[src/core/mrss_regs.svh]
// constants for the rotate, subtract and skip datapath
`ifndef MRSS_REGS_SVH
`define MRSS_REGS_SVH
// ==========================================
// reset values and the set-byte fill value
`define MRSS_WORK_RST    8'h00
`define MRSS_FLAGS_RST   4'h0
`define MRSS_ALL_ONES    8'hFF
// ==========================================
// flag field positions
`define MRSS_FLAG_BORROW 0
`define MRSS_FLAG_NIBBLE 1
`define MRSS_FLAG_NULL   2
`define MRSS_FLAG_WRAP   3
// ==========================================
// cycle counts
`define MRSS_SKIP_CYCLES 2
`endif

[src/core/mrss_pkg.sv]
// types for the rotate, subtract and skip datapath
package mrss_pkg;
  // ==========================================
  // operations
  typedef enum logic [3:0] {
    MRSS_OP_NONE        = 4'h0,
    MRSS_OP_ROT_WORK    = 4'h1,
    MRSS_OP_SBB_WORK    = 4'h2,
    MRSS_OP_SBB_MEM     = 4'h3,
    MRSS_OP_SUB_WORK    = 4'h4,
    MRSS_OP_SUB_MEM     = 4'h5,
    MRSS_OP_SUB_IMM     = 4'h6,
    MRSS_OP_DEC_SKIP    = 4'h7,
    MRSS_OP_DEC_WORK    = 4'h8,
    MRSS_OP_INC_SKIP    = 4'h9,
    MRSS_OP_INC_WORK    = 4'hA,
    MRSS_OP_BIT_SKIP    = 4'hB,
    MRSS_OP_SET_BYTE    = 4'hC,
    MRSS_OP_SET_BIT     = 4'hD,
    MRSS_OP_SWAP        = 4'hE,
    MRSS_OP_SWAP_WORK   = 4'hF
  } mrss_op_t;
  typedef enum logic [0:0] {
    MRSS_ST_RUN   = 1'b0,
    MRSS_ST_DUMMY = 1'b1
  } mrss_state_t;
  // ==========================================
  // carriers
  typedef struct packed {
    logic     valid;
    mrss_op_t op;
    logic [7:0] mem;
    logic [7:0] imm;
    logic [2:0] bit_sel;
  } mrss_req_t;
  typedef struct packed {
    logic signed_wrap_flag;
    logic result_null_flag;
    logic nibble_borrow_flag;
    logic borrow_flag;
  } mrss_flags_t;
  typedef struct packed {
    logic [7:0] sum;
    logic       c3;
    logic       c7;
    logic       wrap;
  } mrss_add_t;
endpackage : mrss_pkg

[src/core/mrss_sub_adder.sv]
// complement-plus-carry adder used by every subtract form
`timescale 1ns/10ps
module mrss_sub_adder (
  input  wire logic [7:0]        work,
  input  wire logic [7:0]        operand,
  input  wire logic              carry_in,
  output mrss_pkg::mrss_add_t    result
);
  import mrss_pkg::*;
  logic [4:0] low;
  logic [4:0] high;
  logic [7:0] inv;
  always_comb begin
    inv         = ~operand;
    low         = {1'b0, work[3:0]} + {1'b0, inv[3:0]} + {4'h0, carry_in};
    high        = {1'b0, work[7:4]} + {1'b0, inv[7:4]} + {4'h0, low[4]};
    result.sum  = {high[3:0], low[3:0]};
    result.c3   = low[4];
    result.c7   = high[4];
    // overflow when both inputs agree in sign and the sum does not
    result.wrap = (work[7] == inv[7]) && (high[3] != work[7]);
  end
endmodule : mrss_sub_adder

[src/core/mrss_skip_seq.sv]
// dummy-cycle sequencer that retires a discarded prefetch
`timescale 1ns/10ps
module mrss_skip_seq (
  input  wire logic core_clk,
  input  wire logic rst_n,
  input  wire logic clk_en,
  input  wire logic skip_take,
  output logic      busy,
  output logic      flush
);
  import mrss_pkg::*;
  typedef struct packed {
    mrss_state_t state;
    logic        flush;
  } mrss_seq_state_t;
  mrss_seq_state_t r;
  mrss_seq_state_t next_r;
  always_comb begin
    next_r       = r;
    next_r.flush = 1'b0;
    case (r.state)
      MRSS_ST_RUN: begin
        if (skip_take) begin
          next_r.state = MRSS_ST_DUMMY;
          next_r.flush = 1'b1;
        end
      end
      MRSS_ST_DUMMY: begin
        next_r.state = MRSS_ST_RUN;
      end
      default: begin
        next_r.state = MRSS_ST_RUN;
      end
    endcase
  end
  always_ff @(posedge core_clk or negedge rst_n) begin
    if (!rst_n) begin
      r <= '{state: MRSS_ST_RUN, flush: 1'b0};
    end else if (clk_en) begin
      r <= next_r;
    end
  end
  assign busy  = (r.state == MRSS_ST_DUMMY);
  assign flush = r.flush;
endmodule : mrss_skip_seq

[src/core/mrss_core.sv]
// datapath for rotate, subtract, skip, set and swap operations
`timescale 1ns/10ps
`include "mrss_regs.svh"
module mrss_core (
  input  wire logic              core_clk,
  input  wire logic              rst_n,
  input  wire logic              clk_en,
  input  wire mrss_pkg::mrss_req_t req,
  output logic [7:0]             work,
  output mrss_pkg::mrss_flags_t  flags,
  output logic [7:0]             mem_wdata,
  output logic                   mem_we,
  output logic                   skip_taken,
  output logic                   prefetch_flush,
  output logic                   busy
);
  import mrss_pkg::*;
  // ==========================================
  // state
  typedef struct packed {
    logic [7:0]  work;
    mrss_flags_t flags;
    logic [7:0]  mem_wdata;
    logic        mem_we;
    logic        skip_taken;
  } mrss_core_state_t;
  mrss_core_state_t r;
  mrss_core_state_t next_r;
  mrss_add_t        add_res;
  logic [7:0]       add_opnd;
  logic             add_cin;
  logic             seq_busy;
  logic             seq_flush;
  logic             take;
  logic [7:0]       dec_val;
  logic [7:0]       inc_val;
  logic [7:0]       bit_mask;
  logic             accept;
  // ==========================================
  // shared adder
  always_comb begin
    add_opnd = req.mem;
    add_cin  = 1'b1;
    if (req.op == MRSS_OP_SUB_IMM) begin
      add_opnd = req.imm;
    end
    if (req.op == MRSS_OP_SBB_WORK || req.op == MRSS_OP_SBB_MEM) begin
      add_cin = r.flags.borrow_flag;
    end
  end
  mrss_sub_adder u_adder (
    .work     (r.work),
    .operand  (add_opnd),
    .carry_in (add_cin),
    .result   (add_res)
  );
  // ==========================================
  // operation decode
  // requests during the dummy cycle are ignored: that slot is the discard
  assign accept   = req.valid && !seq_busy;
  assign dec_val  = req.mem - 8'h01;
  assign inc_val  = req.mem + 8'h01;
  assign bit_mask = 8'h01 << req.bit_sel;
  always_comb begin
    next_r            = r;
    next_r.mem_we     = 1'b0;
    next_r.skip_taken = 1'b0;
    take              = 1'b0;
    if (accept) begin
      case (req.op)
        MRSS_OP_ROT_WORK: begin
          next_r.work = {r.flags.borrow_flag, req.mem[7:1]};
          next_r.flags.borrow_flag = req.mem[0];
        end
        MRSS_OP_SBB_WORK, MRSS_OP_SUB_WORK, MRSS_OP_SUB_IMM: begin
          next_r.work = add_res.sum;
          next_r.flags.borrow_flag        = add_res.c7;
          next_r.flags.nibble_borrow_flag = add_res.c3;
          next_r.flags.result_null_flag   = (add_res.sum == 8'h00);
          next_r.flags.signed_wrap_flag   = add_res.wrap;
        end
        MRSS_OP_SBB_MEM, MRSS_OP_SUB_MEM: begin
          next_r.mem_wdata = add_res.sum;
          next_r.mem_we    = 1'b1;
          next_r.flags.borrow_flag        = add_res.c7;
          next_r.flags.nibble_borrow_flag = add_res.c3;
          next_r.flags.result_null_flag   = (add_res.sum == 8'h00);
          next_r.flags.signed_wrap_flag   = add_res.wrap;
        end
        MRSS_OP_DEC_SKIP: begin
          next_r.mem_wdata = dec_val;
          next_r.mem_we    = 1'b1;
          take             = (dec_val == 8'h00);
        end
        MRSS_OP_INC_SKIP: begin
          next_r.mem_wdata = inc_val;
          next_r.mem_we    = 1'b1;
          take             = (inc_val == 8'h00);
        end
        MRSS_OP_DEC_WORK: begin
          next_r.work = dec_val;
          take        = (dec_val == 8'h00);
        end
        MRSS_OP_INC_WORK: begin
          next_r.work = inc_val;
          take        = (inc_val == 8'h00);
        end
        MRSS_OP_BIT_SKIP: begin
          take = req.mem[req.bit_sel];
        end
        MRSS_OP_SET_BYTE: begin
          next_r.mem_wdata = `MRSS_ALL_ONES;
          next_r.mem_we    = 1'b1;
        end
        MRSS_OP_SET_BIT: begin
          next_r.mem_wdata = req.mem | bit_mask;
          next_r.mem_we    = 1'b1;
        end
        MRSS_OP_SWAP: begin
          next_r.mem_wdata = {req.mem[3:0], req.mem[7:4]};
          next_r.mem_we    = 1'b1;
        end
        MRSS_OP_SWAP_WORK: begin
          next_r.work = {req.mem[3:0], req.mem[7:4]};
        end
        default: begin
          next_r.mem_we = 1'b0;
        end
      endcase
    end
    next_r.skip_taken = take;
  end
  // ==========================================
  // dummy cycle sequencer
  mrss_skip_seq u_seq (
    .core_clk  (core_clk),
    .rst_n     (rst_n),
    .clk_en    (clk_en),
    .skip_take (take),
    .busy      (seq_busy),
    .flush     (seq_flush)
  );
  // ==========================================
  // registers
  always_ff @(posedge core_clk or negedge rst_n) begin
    if (!rst_n) begin
      r <= '{work: `MRSS_WORK_RST, flags: `MRSS_FLAGS_RST,
             mem_wdata: 8'h00, mem_we: 1'b0, skip_taken: 1'b0};
    end else if (clk_en) begin
      r <= next_r;
    end
  end
  assign work           = r.work;
  assign flags          = r.flags;
  assign mem_wdata      = r.mem_wdata;
  assign mem_we         = r.mem_we;
  assign skip_taken     = r.skip_taken;
  assign prefetch_flush = seq_flush;
  assign busy           = seq_busy;
endmodule : mrss_core

[config.mk]
export PLATFORM = sky130hd
export DESIGN_NAME = mrss_core
export DESIGN_NICKNAME = d
export VERILOG_FILES = /design/src/core/mrss_pkg.sv /design/src/core/mrss_sub_adder.sv /design/src/core/mrss_skip_seq.sv /design/src/core/mrss_core.sv
export VERILOG_INCLUDE_DIRS = /design/src /design/src/core
export SDC_FILE = /design/constraint.sdc
export NUM_CORES = 1
export LEC_CHECK = 0
export ABC_AREA = 1
export CAP_MARGIN = 20
export CORE_ASPECT_RATIO = 1.4
export CORE_UTILIZATION = 60
export DETAILED_ROUTE_END_ITERATION = 10
export DONT_BUFFER_PORTS = 1
export PLACE_DENSITY = 0.76
export SYNTH_ARGS = -nofsm -noshare
export SYNTH_HDL_FRONTEND = slang
export SYNTH_SLANG_ARGS = --single-unit
[constraint.sdc]
create_clock -name core_clk -period 7.2 [get_ports core_clk]
set_input_delay 1.08 -clock core_clk [delete_from_list [all_inputs] [get_ports core_clk]]
set_output_delay 1.08 -clock core_clk [all_outputs]
set_load 0.05 [all_outputs]
## Word-level counts from Yosys, hierarchy flattened

Cells that the tools add are included.

- Shifts and indexed selects: 1
- $lt $le $gt $ge: 1
- Equal/unequal tests: 17
- $mul: 0
- Mux-type cells: 14
- Divide/modulo/power cells: 0
- Bitwise gates (word level): 3
- $add $sub $neg: 6
- Reduce and logical (&&, ||, !) cells: 20

Operator list:

| cell | count |
|---|---|
| $pmux W8 S6 | 1 |
| $pmux W8 S5 | 1 |
| $eq A4 B4 Y1 const B | 8 |
| $logic_not A8 Y1 | 3 |
| $eq A4 B3 Y1 const B | 4 |
| $reduce_and A3 Y1 | 4 |
| $add A4 B4 Y5 | 2 |
| $add A5 B1 Y5 | 2 |
| $add A8 B1 Y8 const B | 1 |
| $eq A4 B2 Y1 const B | 2 |
| $mux W8 | 1 |
| $not A8 Y8 | 1 |
| $or A8 B8 Y8 | 1 |
| $shl A1 B3 Y8 const A | 1 |
| $sub A8 B1 Y8 const B | 1 |
| $reduce_or A7 Y1 | 1 |
| $mux W1 | 6 |
| $reduce_bool A6 Y1 | 1 |
| $reduce_or A2 Y1 | 3 |
| $reduce_bool A5 Y1 | 1 |
| $reduce_or A5 Y1 | 1 |
| $eq A4 B1 Y1 const B | 1 |
| $lt A3 B4 Y1 const B | 1 |
| $pmux W1 S2 | 2 |
| 11 further kinds | 12 |

- Output and inout bits: 24
- Input bits: 27
- Bits in read-only memories: 0
- Latch bits: 0
- Flip-flop bits (word level): 24
- Word-level logic and storage cells: 72
- RAM bits: 0
- Memories: 0

## Longest topological paths before layout

- Depth in word-level cells: 8
- Depth in mapped cells: 20

## Cells and area by module

A second synthesis with hierarchy kept.

- Cells, all modules: 435
- Area total of the unflattened synthesis: 2618.8 um2

Modules (own cells, without submodules):

| module | cells an instance | area an instance (um2) | instances |
|---|---|---|---|
| mrss_core | 375 | 2217.1 | 1 |
| mrss_sub_adder | 53 | 349.1 | 1 |
| mrss_skip_seq | 7 | 52.6 | 1 |

## Worst setup path after synthesis

Ideal clock, no wire load.

- Path type: input to register
- Start point: input req[22] (netlist bit)
- End point: register r, in the netlist flags[2]
- Required time: 7.117 ns
- Data arrival time: 4.200 ns
- Slack: 2.918 ns
- Stages: 16
- Path through: inv_2 -> nand2_2 -> inv_1 -> nand2_1 -> clkbuf_1 -> a21oi_1 -> fa_1 -> fa_1 -> nor2_1 -> a211oi_1 -> fa_1 -> fa_1 -> nand4_1 -> nor3b_1 -> nand4_1 -> o21ai_0

- Longest elaborated chain between the ends: 7
- Elaborated cells between the ends (all ways): 16
- Those cells by class: add/sub: 4; eq/ne: 5; mux: 2; bitwise: 1; reduce/logical: 4

Ends and longest elaborated chain:

| what | line | RTL |
|---|---|---|
| from (decl) | mrss_core.sv:8 | `input wire mrss_pkg::mrss_req_t req,` |
| $eq A4 B3 Y1 | mrss_core.sv:44, mrss_core.sv:70 |  |
| $mux W8 | mrss_core.sv:44 | `if (req.op == MRSS_OP_SUB_IMM) begin` |
| $not A8 Y8 | mrss_sub_adder.sv:14 | `inv = ~operand;` |
| $add A4 B4 Y5 | mrss_sub_adder.sv:15 | `low = {1'b0, work[3:0]} + {1'b0, inv[3:0]} + {4'h0, carry_in};` |
| $add A5 B1 Y5 | mrss_sub_adder.sv:15 |  |
| $add A5 B1 Y5 | mrss_sub_adder.sv:16 | `high = {1'b0, work[7:4]} + {1'b0, inv[7:4]} + {4'h0, low[4]};` |
| $logic_not A8 Y1 | mrss_core.sv:79, mrss_core.sv:87 |  |
| to (signal assigned) | mrss_core.sv:147 | `` r <= '{work: `MRSS_WORK_RST, flags: `MRSS_FLAGS_RST, `` |
| to (signal assigned) | mrss_core.sv:150 | `r <= next_r;` |
| to (decl) | mrss_core.sv:27 | `mrss_core_state_t r;` |

Parallel ways exist; a longest one is shown, timed or not.
A chain may end at the register's enable or synchronous reset.

## Final worst setup path

Ends and elaborated chain as after synthesis.

==> run_results.csv <==
group,metric,value,unit
cells_and_area,seqCellArea,576,µm²
cells_and_area,utilization,0.649,
yosys,yosysUniqueCellTypes,38,
setup_path,reg2reg_from,"work[0]",
yosys,syn_area,2510,µm²
job,drv_cap,0,
setup_path,path_max_fanout,16,
placement,placed_cell_area,2540,µm²
sta,relSlewSlack,0.375,
sta,fin_crit_sh,0.597,
sta,hold_viol_final,0,
status,violations,"DRC",
power_and_ir_drop,cellLeakagePower,0.00135,µW
route,drt_wl_total,7820,µm
setup_path,required,7.41,ns
grt,grt_pass1_vias,2628,
sta,period_needed,4.30,ns
clocking,cts-buffers-inserted,3,
setup_path,worstSetupPathType,"in -> reg",
die,rows,27,
power_and_ir_drop,peakVddDrop,0.0000899,V
route,detail_route.first_pass.iterations,8,
sta,maxSlewViolCount,0,
grt,grt_max_degree,24,
cells_and_area,design_area,2590,µm²
yosys,synthArstFlopShare,1.00,
setup_path,reg2reg_setup_slack,3.59,ns
die,core_area,3990,µm²
yosys,ys.flop_type,"dfrtp_1",
sta,tightest_slew,0.937,ns
setup_path,cp-end-kind,"flop",
clocking,h-tree-depth,1,
yosys,synth_edf_count,0,
sta,tns,0,ns
clocking,clock_latency,0.28,ns
route,antenna_left,0,
clocking,cts_setup_buffers,0,
sta,fmax,233,MHz
route,drc_errors,10,
grt,grt_overflow,0,
setup_path,r2r-end,"flags[2]",
clocking,clock-root-buffer,"clkbuf_8",
route,drtIter0Drc,199,
sta,rsz0062_at_grt,"false",
die,fp.dieH,78.5,µm
hold_path,hp-class,"in -> async",
grt,grt_pass1_wl,12700,µm
setup_path,startpoint,"req[22]",
yosys,synth_nets,453,
cells_and_area,nFillCells,401,
placement,portBuffers,0,
yosys,avgSynthCellArea,6.08,µm²
cells_and_area,multi_input_comb_area,1720,µm²
clocking,cts_hold_buf,0,
yosys,ys_warn_count,0,
die,start_util,0.630,
setup_path,critPathLaunchType,"primary input",
grt,gr-usage-all-layers,0.375,
clocking,clkSinkCount,23,
cells_and_area,syn_to_final_growth,2.99,%
power_and_ir_drop,pwr_density_cell,249,nW/µm²
status,outcome,"finished with violations",
clocking,clk_path_buf_depth,2,
yosys,ys_ff_latch,23,
cells_and_area,drive_gt1_frac,0.0605,
clocking,cts_tree,"done",
route,wl_per_cell,17.1,µm
die,ios,51,
route,via_count,2781,
yosys,ys_seq_area_frac,0.229,
grt,antenna_found_initial,0,
setup_path,arrival,4.51,ns
clocking,path_clk_slew,0.09,ns
clocking,ctsResizeCount,0,
placement,globalplace.congestion,1.02,
cells_and_area,layout.nets,454,
die,die_w,56.7,µm
die,die_area,4450,µm²
sta,setup_violations,0,
setup_path,endpoint,"flags[2]",
route,routed_via_density,6.10,
setup_path,r2r_cells,11,
placement,dp_hpwl,6200,µm
sta,fin_skew,0.00632,ns
cells_and_area,num_antenna_cells,0,
yosys,postSynthCellCount,413,
-- synthesized netlist by cell type, types with 2 or more instances --
cell type / count / area [µm²]
nand2_2: 4 / 25.0
inv_1: 46 / 173
o21ai_1: 2 / 10.0
nand4_1: 10 / 62.6
nor2_4: 2 / 22.5
inv_2: 4 / 15.0
a21oi_1: 16 / 80.1
o211ai_1: 5 / 37.5
nand3_1: 23 / 115
ha_1: 9 / 113
nor2_1: 45 / 169
fa_1: 4 / 80.1
nand2_4: 4 / 45.0
xnor2_1: 3 / 26.3
o22ai_1: 5 / 31.3
dfrtp_1: 23 / 576
nand2_1: 147 / 552
o21ai_0: 39 / 195
nor3_1: 3 / 15.0
-- cell families (layout without fill, tap and decap cells) --
logic type,after synthesis,in the layout,share of synthesized area
AOI/OAI and AO/OA,73,73,0.164
xor gates and xnor gates,4,4,0.0140
adders and majority gates,13,13,0.0767
buffers and inverters,55,55,0.0872
DFF,23,23,0.229
and+or+nand+nor,245,245,0.429
-- flip-flops by register name (all words and copies together) (netlist names) --
signal / cells
mem_we: 1
u_seq.flush: 1
mem_wdata: 8
flags: 4
work: 8
skip_taken: 1
-- power by group --
group / internal (µW) / leakage (µW) / switching (µW)
clock network: 39.5 / 0.0000217 / 47.4
logic: 83.4 / 0.00103 / 144
registers: 164 / 0.000293 / 167
-- area by class of cell --
| class | count | share of cell area |
|---|---|---|
| Sequential cell | 23 | 0.223 |
| Clock buffer | 3 | 0.0160 |
| Inverter | 51 | 0.0740 |
| Clock inverter | 1 | 0.00290 |
| Tap cell | 43 | 0.0208 |
| Multi-Input combinational cell | 335 | 0.664 |
-- worst max-delay path, stage by stage --
cell and delay [ns]:
inv_2 0.06, nand2_2 0.09, inv_1 0.10, nand2_1 0.28
nor2_1 0.19, a21oi_1 0.07, fa_1 0.45, fa_1 0.43
nor2_1 0.13, a211oi_1 0.07, fa_1 0.42, fa_1 0.41
xor2_1 0.25, nor3b_1 0.21, nand4_1 0.10, o21ai_0 0.16
-- stage by stage --
step                      hold slack [ns]  total power [µW]  std cells  setup slack [ns]
after CTS                           0.485               638        456              2.91
after global routing                0.473               680        456              2.56
after global placement              0.772               549        452              2.75
final                               0.477               645        456              2.90
after detailed placement            0.771               554        452              2.64
after floorplan                     0.755               494        413              2.92
-- placed cells by master, fill, tap and decap left out, types with 2 or more instances in the layout --
cell and count:
nand2_1 147, nor3_1 3, nand2_4 4, o22ai_1 5, o21ai_1 2, ha_1 9
fa_1 4, nor2_1 45, nand4_1 10, o21ai_0 39, dfrtp_1 23, nand3_1 23
clkbuf_8 3, a21oi_1 16, inv_1 46, xnor2_1 3, nand2_2 4, o211ai_1 5
nor2_4 2, inv_2 4
-- worst min path at each step --
stage,from,end,slack (ns),cells past startpoint
finish,rst_n,work[0],0.48,0
floorplan,mem_we,mem_we,0.75,2
global route,rst_n,mem_we,0.47,0
CTS,rst_n,mem_we,0.48,0
global placement,skip_taken,skip_taken,0.77,2
detailed placement,skip_taken,skip_taken,0.77,2
-- layer usage --
metal	routed length, µm	vias to the layer above	global-route usage
met5	0	-	0
met4	312	0	0.208
met3	753	31	0.0758
met2	3860	171	0.644
met1	2890	1243	0.427
li1	-	1336	-
Power figures use the tool's default switching activity.
